--- src/design/key_scan_pkg.sv ---
// constants and carrier types for the front-panel key scan and auto-repeat unit
// assumes a 25 MHz core clock and a 16-position multiplexed display
package key_scan_pkg;
	// ==========================================
	// clock and scan timing
	localparam int CLK_HZ = 25000000;
	localparam int SCAN_PERIOD_MS = 5;
	localparam int NUM_DIGITS = 16;
	// digit time is a longest time, so it rounds down
	localparam int DIGIT_CYCLES = SCAN_PERIOD_MS * (CLK_HZ / 1000) / NUM_DIGITS;
	localparam logic [3:0] SCAN_PULSE_SLOT = 4'h0;
	// ==========================================
	// processor ports
	localparam logic [15:0] DATA_PORT_ADDR = 16'hD000;
	localparam logic [15:0] CMD_PORT_ADDR = 16'hD001;
	localparam logic [3:0] CMD_SET_ADDR = 4'h8;
	localparam logic [7:0] CMD_CLEAR = 8'hC0;
	localparam int STAT_KEY_BIT = 0;
	localparam int STAT_REPEAT_BIT = 1;
	localparam int CODE_SCAN_LSB = 3;
	localparam logic [7:0] DISP_RESET = 8'h00;
	localparam logic [7:0] CODE_RESET = 8'h00;
	localparam logic [7:0] STEP_RETURN_MASK = 8'hF0;
	// ==========================================
	// repeat counter chain
	localparam logic [3:0] UPPER_SLOW = 4'h8;
	localparam logic [3:0] UPPER_FAST = 4'h2;
	localparam logic [3:0] TEN_RESET = 4'h0;
	localparam logic [3:0] TEN_LAST = 4'h9;
	// ==========================================
	// synchronised processor strobes and data
	typedef struct packed {
		logic rd_n;
		logic wr_n;
		logic cs_n;
		logic cd;
		logic [7:0] data;
	} bus_pins_t;
endpackage

--- src/design/repeat_counter.sv ---
// cascaded divide-by-ten and upper counter with two phase flip-flops
// assumes tick is a one-cycle pulse per scan cycle and hold is already synchronous
`timescale 1ns/10ps
module repeat_counter #(
	parameter logic [3:0] UPPER_SLOW = key_scan_pkg::UPPER_SLOW,
	parameter logic [3:0] UPPER_FAST = key_scan_pkg::UPPER_FAST,
	parameter logic [3:0] TEN_LAST = key_scan_pkg::TEN_LAST
) (
	input wire logic core_clk,
	input wire logic reset,
	input wire logic ce,
	input wire logic hold,
	input wire logic tick,
	output logic borrow
);
	logic [3:0] upper_r;
	logic [3:0] ten_r;
	logic ph1_r;
	logic ph2_r;
	logic ten_wrap;
	logic [3:0] reload;

	// ==========================================
	// counting
	assign ten_wrap = tick && (ten_r == TEN_LAST);
	assign borrow = hold && ten_wrap && (upper_r == 4'h1);
	// third borrow onward reloads the short count, ph2 drops at the second
	assign reload = ph2_r ? UPPER_SLOW : UPPER_FAST;

	always_ff @(posedge core_clk) begin
		if (reset || (ce && !hold)) begin
			upper_r <= UPPER_SLOW;
			ten_r <= key_scan_pkg::TEN_RESET;
			ph1_r <= 1'b1;
			ph2_r <= 1'b1;
		end else if (ce && tick) begin
			ten_r <= ten_wrap ? key_scan_pkg::TEN_RESET : 4'(ten_r + 4'h1);
			if (borrow) begin
				upper_r <= reload;
				if (ph1_r) begin
					ph1_r <= 1'b0;
				end else if (ph2_r) begin
					ph2_r <= 1'b0;
				end
			end else if (ten_wrap) begin
				upper_r <= 4'(upper_r - 4'h1);
			end
		end
	end
endmodule

--- src/design/key_scan_autorepeat.sv ---
// front-panel scan unit: display refresh, key matrix scan, key codes and auto-repeat
// assumes processor strobes and key return lines are asynchronous pins
// What this block does
// - four binary scan select outputs step through the digit positions one at a time.
// - display memory is sent out as two 4-bit digit groups in step with the scan select.
// - the scan select is decoded into an active-low key scan pulse repeating every 5 ms.
// - a closed key stores its return line and the scan select state as its position code.
// - each key press, and each repeat step of a held step key, raises one interrupt request, read back with the code.
// - with no step key held the repeat chain sits preset at 8, 0, phases high, gate low.
// - the lower repeat stage divides scan pulses by ten.
// - a held step key counts 80 scan pulses, 400 ms, to a borrow.
// - each borrow makes a positive gate pulse that breaks the return path once.
// - the first two borrows flip the phases, then the upper stage reloads 2 for 100 ms steps.
// - repeat runs only for step keys and only while one stays held.
// - the key interrupt goes to the processor's maskable key interrupt input.
`timescale 1ns/10ps
module key_scan_autorepeat #(
	parameter int DIGIT_CYCLES = key_scan_pkg::DIGIT_CYCLES,
	parameter logic [7:0] STEP_RETURN_MASK = key_scan_pkg::STEP_RETURN_MASK
) (
	input wire logic core_clk,
	input wire logic reset,
	input wire logic ce,
	input wire logic bus_rd_n,
	input wire logic bus_wr_n,
	input wire logic bus_cs_n,
	input wire logic bus_cd,
	input wire logic [7:0] bus_data_in,
	output logic [7:0] bus_data_out,
	output logic bus_data_oe,
	input wire logic [7:0] key_return_lines,
	output logic [3:0] scan_select_lines,
	output logic [3:0] digit_data_low_group,
	output logic [3:0] digit_data_high_group,
	output logic key_scan_n,
	output logic repeat_pulse_gate,
	output logic key_interrupt
);
	localparam logic [15:0] DIV_LAST = 16'(DIGIT_CYCLES - 1);

	// ==========================================
	// pin synchronisers
	key_scan_pkg::bus_pins_t bus_m_r;
	key_scan_pkg::bus_pins_t bus_s_r;
	key_scan_pkg::bus_pins_t bus_d_r;
	logic [7:0] ret_m_r;
	logic [7:0] ret_s_r;

	always_ff @(posedge core_clk) begin
		if (reset) begin
			bus_m_r <= '1;
			bus_s_r <= '1;
			bus_d_r <= '1;
			ret_m_r <= 8'hFF;
			ret_s_r <= 8'hFF;
		end else if (ce) begin
			bus_m_r <= '{bus_rd_n, bus_wr_n, bus_cs_n, bus_cd, bus_data_in};
			bus_s_r <= bus_m_r;
			bus_d_r <= bus_s_r;
			ret_m_r <= key_return_lines;
			ret_s_r <= ret_m_r;
		end
	end

	// ==========================================
	// scan timing
	logic [15:0] div_r;
	logic [3:0] scan_r;
	logic [3:0] scan_nxt;
	logic digit_step;
	logic sample_evt;

	assign digit_step = (div_r == DIV_LAST);
	assign scan_nxt = 4'(scan_r + 4'h1);
	// sample at the end of the pulse slot so the return lines have settled
	assign sample_evt = digit_step && (scan_r == key_scan_pkg::SCAN_PULSE_SLOT);

	always_ff @(posedge core_clk) begin
		if (reset) begin
			div_r <= 16'h0000;
			scan_r <= 4'h0;
		end else if (ce) begin
			div_r <= digit_step ? 16'h0000 : 16'(div_r + 16'h0001);
			if (digit_step) begin
				scan_r <= scan_nxt;
			end
		end
	end

	// ==========================================
	// processor port decode
	logic wr_done;
	logic rd_done;
	logic data_wr;
	logic cmd_wr;
	logic rd_active;
	logic code_read;
	logic [7:0] wr_byte;

	// address decode to FRONT_PANEL_DATA_PORT / FRONT_PANEL_COMMAND_PORT is outside: cs selects the pair, cd picks the port
	assign wr_done = bus_s_r.wr_n && !bus_d_r.wr_n && !bus_d_r.cs_n;
	assign rd_done = bus_s_r.rd_n && !bus_d_r.rd_n && !bus_d_r.cs_n;
	assign data_wr = wr_done && !bus_d_r.cd;
	assign cmd_wr = wr_done && bus_d_r.cd;
	assign code_read = rd_done && !bus_d_r.cd;
	assign rd_active = !bus_s_r.rd_n && !bus_s_r.cs_n;
	assign wr_byte = bus_d_r.data;

	// ==========================================
	// display memory
	logic [7:0] disp_mem_r [key_scan_pkg::NUM_DIGITS];
	logic [3:0] wr_ptr_r;
	logic clear_cmd;
	logic addr_cmd;
	logic [7:0] next_digit;

	assign clear_cmd = cmd_wr && (wr_byte == key_scan_pkg::CMD_CLEAR);
	assign addr_cmd = cmd_wr && (wr_byte[7:4] == key_scan_pkg::CMD_SET_ADDR);
	assign next_digit = disp_mem_r[scan_nxt];

	always_ff @(posedge core_clk) begin
		if (reset) begin
			for (int i = 0; i < key_scan_pkg::NUM_DIGITS; i++) begin
				disp_mem_r[i] <= key_scan_pkg::DISP_RESET;
			end
			wr_ptr_r <= 4'h0;
		end else if (ce) begin
			if (clear_cmd) begin
				for (int i = 0; i < key_scan_pkg::NUM_DIGITS; i++) begin
					disp_mem_r[i] <= key_scan_pkg::DISP_RESET;
				end
				wr_ptr_r <= 4'h0;
			end else if (addr_cmd) begin
				wr_ptr_r <= wr_byte[3:0];
			end else if (data_wr) begin
				disp_mem_r[wr_ptr_r] <= wr_byte;
				wr_ptr_r <= 4'(wr_ptr_r + 4'h1);
			end
		end
	end

	// ==========================================
	// scan and digit outputs
	always_ff @(posedge core_clk) begin
		if (reset) begin
			scan_select_lines <= 4'h0;
			digit_data_low_group <= 4'h0;
			digit_data_high_group <= 4'h0;
			key_scan_n <= 1'b1;
		end else if (ce && digit_step) begin
			scan_select_lines <= scan_nxt;
			digit_data_low_group <= next_digit[3:0];
			digit_data_high_group <= next_digit[7:4];
			key_scan_n <= (scan_nxt != key_scan_pkg::SCAN_PULSE_SLOT);
		end
	end

	// ==========================================
	// key sensing and position code
	logic [7:0] raw_down;
	logic [7:0] seen_down;
	logic any_seen;
	logic prev_down_r;
	logic press_evt;
	logic step_held_r;
	logic [2:0] ret_idx;
	logic [7:0] new_code;
	logic [7:0] key_code_r;

	function automatic logic [2:0] lowest_set(input logic [7:0] v);
		logic [2:0] idx;
		idx = 3'h0;
		for (int i = 7; i >= 0; i--) begin
			if (v[i]) begin
				idx = 3'(i);
			end
		end
		return idx;
	endfunction

	assign raw_down = ~ret_s_r;
	// the gate pulse cuts the scan path, so a held key looks released for one scan
	assign seen_down = repeat_pulse_gate ? 8'h00 : raw_down;
	assign any_seen = |seen_down;
	assign press_evt = sample_evt && any_seen && !prev_down_r;
	assign ret_idx = lowest_set(seen_down);
	assign new_code = {1'b0, scan_r, ret_idx};

	always_ff @(posedge core_clk) begin
		if (reset) begin
			prev_down_r <= 1'b0;
			step_held_r <= 1'b0;
			key_code_r <= key_scan_pkg::CODE_RESET;
		end else if (ce && sample_evt) begin
			prev_down_r <= any_seen;
			// gate breaks the return path outside too, so a gated sample keeps the held state
			step_held_r <= repeat_pulse_gate ? step_held_r : |(raw_down & STEP_RETURN_MASK);
			if (press_evt) begin
				key_code_r <= new_code;
			end
		end
	end

	// ==========================================
	// auto-repeat
	logic borrow;

	repeat_counter #(
		.UPPER_SLOW(key_scan_pkg::UPPER_SLOW),
		.UPPER_FAST(key_scan_pkg::UPPER_FAST),
		.TEN_LAST(key_scan_pkg::TEN_LAST)
	) u_repeat (
		.core_clk(core_clk),
		.reset(reset),
		.ce(ce),
		.hold(step_held_r),
		.tick(sample_evt),
		.borrow(borrow)
	);

	always_ff @(posedge core_clk) begin
		if (reset) begin
			repeat_pulse_gate <= 1'b0;
		end else if (ce) begin
			if (!step_held_r) begin
				repeat_pulse_gate <= 1'b0;
			end else if (borrow) begin
				repeat_pulse_gate <= 1'b1;
			end else if (sample_evt) begin
				repeat_pulse_gate <= 1'b0;
			end
		end
	end

	// ==========================================
	// interrupt and read-back
	logic irq_nxt;
	logic [7:0] status;

	// a press in the same cycle as the code read keeps the request up
	assign irq_nxt = press_evt || (key_interrupt && !code_read);
	assign status = (8'(key_interrupt) << key_scan_pkg::STAT_KEY_BIT)
		| (8'(step_held_r) << key_scan_pkg::STAT_REPEAT_BIT);

	always_ff @(posedge core_clk) begin
		if (reset) begin
			key_interrupt <= 1'b0;
			bus_data_out <= 8'h00;
			bus_data_oe <= 1'b0;
		end else if (ce) begin
			key_interrupt <= irq_nxt;
			bus_data_out <= bus_s_r.cd ? status : key_code_r;
			bus_data_oe <= rd_active;
		end
	end
endmodule

--- config.mk ---
export PLATFORM = sky130hd
export DESIGN_NAME = key_scan_autorepeat
export DESIGN_NICKNAME = d
export VERILOG_FILES = /design/src/design/key_scan_pkg.sv /design/src/design/repeat_counter.sv /design/src/design/key_scan_autorepeat.sv
export SDC_FILE = /design/constraint.sdc
export NUM_CORES = 1
export LEC_CHECK = 0
export BUFFER_PORTS_ARGS = -buffer_cell sky130_fd_sc_hd__buf_2
export CORE_UTILIZATION = 60
export CTS_CLUSTER_SIZE = 30
export DETAILED_ROUTE_END_ITERATION = 16
export PLACE_DENSITY_LB_ADDON = 0.12
export SYNTH_ARGS = -nofsm -noshare
export SYNTH_HDL_FRONTEND = slang
export SYNTH_HIERARCHICAL = 1
export SYNTH_SLANG_ARGS = --single-unit
--- constraint.sdc ---
create_clock -name core_clk -period 3.29 [get_ports core_clk]
set_clock_uncertainty 0.2 [all_clocks]
set_input_delay 0.329 -clock core_clk [delete_from_list [all_inputs] [get_ports core_clk]]
set_output_delay 0.329 -clock core_clk [all_outputs]
set_load 0.05 [all_outputs]
# Word level (Yosys, flattened, before mapping)
# Memory sizes are Yosys's and may differ from the RTL's. A register that Yosys moved wholly into a read port is not among the register bits.
# Index checks and enable logic that the tools add are counted.
# classes
addsub,5
eq_ne,6
mux,52
bitwise_logic,20
n_reduce_logical,46
# op_table
cell,n
$mux W8,18
$mux W4,8
$mux W3,8
$logic_and A1 B1 Y1,20
$add A16 B1 Y16 const B,1
$eq A16 B13 Y1 const B,1
$mux W1,16
$mux W16,1
$or A1 B1 Y1,16
$reduce_or A8 Y1,2
$reduce_and A2 Y1,7
$add A4 B1 Y4 const B,3
$logic_not A1 Y1,9
$eq A4 B4 Y1 const B,2
$eq A8 B8 Y1 const B,1
$not A8 Y8,1
$mux W7,1
$eq A4 B1 Y1 const B,1
$logic_not A4 Y1,1
$reduce_bool A4 Y1,1
$reduce_or A4 Y1,1
$sub A4 B1 Y4 const B,1
$ne A3 B2 Y1 const B,1
$reduce_and A3 Y1,1
5 further kinds,7
# word_totals
regBits,111
ramBits,128
input_bits,23
out_inout_bits,24
wordCells,163
n_memories,1
# memory_table
name,words,width,read_ports,rd_ports_with_merged_regs,wr,line_no,rtl
disp_mem_r,16,8,1,1,16,key_scan_autorepeat.sv:111,logic [7:0] disp_mem_r [key_scan_pkg::NUM_DIGITS];

# Logic depth before layout (Yosys ltp)
# logic_depth
ltp_word,12
depth_mapped,11
ltp_nobuf,9

# Cells and area by module
# The synthesis kept the hierarchy.
# by_module_without_submodules
mod,n_inst,cells_each,area_per_inst_um2,seq_area_each_um2
key_scan_autorepeat,1,869,10183.5,5925.7
repeat_counter,1,63,573.0,200.2

# Worst setup path after synthesis
# OpenSTA, ideal clock, no wires.
# synth_timing
path_type,register to register
startpoint,register scan_r[0]
endpoint,"register digit_data_low_group[2], read port of disp_mem_r"
setup_ns,0.132
t_arrival_ns,2.773
required_time_ns,2.958
slack_ns,0.185
stages_incl_launch_ff,12
path_buffers,4
synth_period_minus_slack_ns,3.105
path_cell_list,dfxtp_1 buf_4 buf_2 inv_1 ha_1 clkbuf_1 clkbuf_1 mux4_2 inv_1 o22ai_1 nor3_1 nor3_1
# synth_between
elab_chain_cells,1
# synth_lines
element,line_no,rtl
from (decl),key_scan_autorepeat.sv:68,logic [3:0] scan_r;
from (signal assigned),key_scan_autorepeat.sv:85,scan_r <= scan_nxt;
$add A4 B1 Y4,key_scan_autorepeat.sv:74,assign scan_nxt = 4'(scan_r + 4'h1);
via scan_nxt[0],key_scan_autorepeat.sv:69,logic [3:0] scan_nxt;
to (decl),key_scan_autorepeat.sv:33,"output logic [3:0] digit_data_low_group,"
# The timed path passes the listed nets, and every way through them passes these cells.
# A chain may end at the register's enable or synchronous reset.

==> results.sh <==
export IMPL_status="complete, no violations"
export IMPL_hold_viol=0
export IMPL_combPwrFrac_pct=4.2
export IMPL_ys_types=63
export IMPL_hp_class="input port to flop"
export IMPL_antenna_found_initial=0
export IMPL_vias=7237
export IMPL_internal_power_w=0.004872
export IMPL_die_h_um=135.9
export IMPL_cp_end_kind="flop"
export IMPL_power_density_mw_per_mm2=507.1
export IMPL_yosysSeqAreaShare_pct=56.95
export IMPL_timing_fmax_ghz=0.3559
export IMPL_drt_iter0_drc=712
export IMPL_cts_tree="built"
export IMPL_ant_nets=0
export IMPL_drv_cap=0
export IMPL_synth_flop_cell="edfxtp_1"
export IMPL_drv_slew=0
export IMPL_cp_start_kind="flop"
export IMPL_seqPwrFrac_pct=53.4
export IMPL_worst_pin_slew_ns=0.9520
export IMPL_power_leakage_nw=4.765
export IMPL_gr_usage_met3_pct=3.654
export IMPL_gp_congestion=0.8563
export IMPL_dr_pass1_iters=7
export IMPL_wl_per_cell_um=18.98
export IMPL_cts_root_buf="clkbuf_16"
export IMPL_synthArstFlopShare_pct=0
export IMPL_synth_edf_count=128
export IMPL_ys_warn_count=6
export IMPL_critPathLaunch="bus_d_r[8]"
export IMPL_grt_pass1_wl_um=37370
export IMPL_clkLatencyLatePin_ns=0.52
export IMPL_grt_met1_usage_pct=36.04
export IMPL_ir_worst_vdd_v=0.0003904
export IMPL_n_antenna_cell=0
export IMPL_start_util_pct=61.76
export IMPL_finalSetupTns_ns=0
export IMPL_critPathKind="flop to flop"
export IMPL_drc=0
export IMPL_grt_usage_pct=26.42
export IMPL_power_frac_clock_pct=42.4
export IMPL_core_mm2=0.01742
export IMPL_syn_area_per_cell_um2=11.54
export IMPL_slew_headroom_pct=36.53
export IMPL_cp_cell_sequence="nor2_1 -> nand3b_1 -> nor3b_2 -> nand2_1 -> nor3_1 -> nand2b_1"
export IMPL_cp_slowest_cell="nor3_1"
export IMPL_setup_viol=0
export IMPL_worstPathRequired_ns=3.27
export IMPL_worst_r2r_cell_count=6
export IMPL_syn_area_mm2=0.01076
export IMPL_grt_pass1_vias=7136
export IMPL_syn_to_final_growth_pct=13.24
export IMPL_total_power_w=0.006177
export IMPL_syn_inst=932
export IMPL_cpPeakStageDelay_ns=0.53
export IMPL_cp_max_fo=11
export IMPL_ys_ff_latch=242
export IMPL_cp_arrival_ns=2.79
export IMPL_min_period_over_period_pct=85.41
export IMPL_holdPathStages=2
export IMPL_h_tree_depth=1
export IMPL_core_rowCount=48
export IMPL_top_usage_layer="met2"
export IMPL_numPortBuffers=45
export IMPL_drive_above_1_share_pct=15.29
export IMPL_avgViaCountPerCell=5.841
export IMPL_die_area_mm2=0.01847
export IMPL_synth_nets=967
export IMPL_die_x_um=135.9
export IMPL_dp_final_hpwl_um=15560
export IMPL_p_sw_share_pct=21.13
export IMPL_cts_buffers=25
export IMPL_cts_buffer_depth=3
export IMPL_rsz0062_at_grt="no"
export IMPL_grt_max_degree=68
export IMPL_r2r_start="bus_d_r[8]"
export IMPL_clock_sinks=242
export IMPL_totalWireLength_um=23510
export IMPL_path_clk_slew_ns=0.06
export IMPL_cts_setup_buffers=0
export IMPL_grt_use_met2_pct=44.78
export IMPL_final_nets=1031
export IMPL_cts_resized=0
export IMPL_grt_overflow=0
export IMPL_switchingPower_w=0.001305
export IMPL_min_from="ce"
export IMPL_cts_hold_buf=20
export IMPL_period_minus_slack_ns=2.810
export IMPL_num_io_pins=47
## cells in the final DEF, fill, tap and decap left out, types with 27 or more instances in the layout
cell type and count:
edfxtp_1 128, dfxtp_1 113, and2_1 109, nand2_1 79, nor2_1 64, mux2i_1 53
inv_1 50, buf_2 44, nor3_1 35, mux4_2 32, o21ai_0 27
## path summary, 6_finish.rpt
| path | to | slack, ns |
|---|---|---|
| min reg2reg | bus_m_r[5] | 0.27 |
| max | disp_mem_r[2][3] | 0.48 |
| min | u_repeat/ten_r[2] | 0.05 |
| max reg2reg | disp_mem_r[2][3] | 0.48 |
## state kept, by name, summed over array words and instances, names as in the netlist, 4 cells and up
signal	cells
bus_data_out	7
disp_mem_r	128
div_r	16
scan_r	4
wr_ptr_r	4
bus_s_r	12
u_repeat/upper_r	4
bus_m_r	12
ret_s_r	8
digit_data_high_group	4
ret_m_r	8
key_code_r	7
digit_data_low_group	4
bus_d_r	4
u_repeat/ten_r	4
wr_byte	8
## worst max-delay path: cells and delay by family (launching register included)
| kind | cells | cell delay [ns] |
|---|---|---|
| AND/OR/NAND/NOR | 6 | 1.94 |
| flip-flops | 1 | 0.33 |
## cells in the mapped netlist (2+ instances only)
cell type / number / area share [%]
edfxtp_1: 128 / 36
dfxtp_1: 114 / 21
and2_1: 109 / 6.3
nand2_1: 79 / 2.8
nor2_1: 64 / 2.2
mux2i_1: 53 / 4.9
inv_1: 50 / 1.7
nor3_1: 35 / 1.6
clkbuf_1: 34 / 1.2
mux4_2: 32 / 6.7
o21ai_0: 27 / 1.3
a21oi_1: 21 / 0.98
o22ai_1: 16 / 0.93
ha_1: 12 / 1.4
nand3_1: 12 / 0.56
xor2_1: 11 / 0.90
buf_2: 10 / 0.47
nor2b_1: 9 / 0.52
or3_1: 9 / 0.52
a211oi_1: 8 / 0.56
nand2b_1: 8 / 0.47
nand4_1: 8 / 0.47
and2_2: 6 / 0.42
and3_1: 6 / 0.35
buf_4: 6 / 0.42
nor4_1: 6 / 0.35
xnor2_1: 6 / 0.49
nor3b_1: 4 / 0.28
a22oi_1: 3 / 0.21
a2bb2oi_1: 3 / 0.24
o211ai_1: 3 / 0.21
and4_1: 2 / 0.16
and4b_1: 2 / 0.19
buf_1: 2 / 0.070
nand3b_1: 2 / 0.14
nor3_2: 2 / 0.19
o2111ai_1: 2 / 0.16
o22a_1: 2 / 0.16
o32a_1: 2 / 0.19
## per-layer routing
layer  part of all wire [%]  wire [µm]
met4                    2.0        459
met3                    5.2       1232
met1                     43      10170
met5                      0          0
met2                     50      11650
## power by group through the flow
stage / Combinational, W / Clock (W) / Sequential (W)
detailed placement: 0.000239 / 0 / 0.00336
global route: 0.000280 / 0.00276 / 0.00331
finish: 0.000258 / 0.00262 / 0.00330
global placement: 0.000231 / 0 / 0.00336
CTS: 0.000258 / 0.00266 / 0.00330
floorplan: 0.000165 / 0 / 0.00335
## logic make-up (layout without fill, tap and decap cells)
group	Yosys count	after routing	share of synthesized area, %
other	1	1	0.03486
flip-flops	242	242	56.95
buffers and inverters	104	186	3.955
multiplexers	86	86	11.74
AND/OR/NAND/NOR	372	372	18.58
adder cells (fa/ha/maj)	12	12	1.396
AO/OA/AOI/OAI	98	98	5.967
XOR/XNOR	17	17	1.384
## cell type report
class,instances,area [µm²]
timing repair buffer,89,620.6
tap,225,281.5
clock inverter,8,70.07
clock buffer,37,680.7
inverter,52,195.2
fill,1279,5236
multi-input combinational,586,4205
sequential,242,6127
## through the flow
| stage | instances | worst slack (ns) | hold WS (ns) | utilization [%] | area, µm² |
|---|---|---|---|---|---|
| after global routing | 1239 | 0.1880 | 0.04490 | 69.94 | 12180 |
| final | 1239 | 0.4799 | 0.04587 | 69.94 | 12180 |
| after detailed placement | 1174 | 0.5278 | 0.2608 | 64.48 | 11230 |
| after global placement | 1174 | 0.7312 | 0.2472 | 64.48 | 11230 |
| after floorplan | 932 | 0.1851 | 0.2353 | - | 10760 |
| after CTS | 1239 | 0.5024 | 0.02062 | 69.94 | 12180 |
Note: power is estimated with default switching activity, not from simulation.
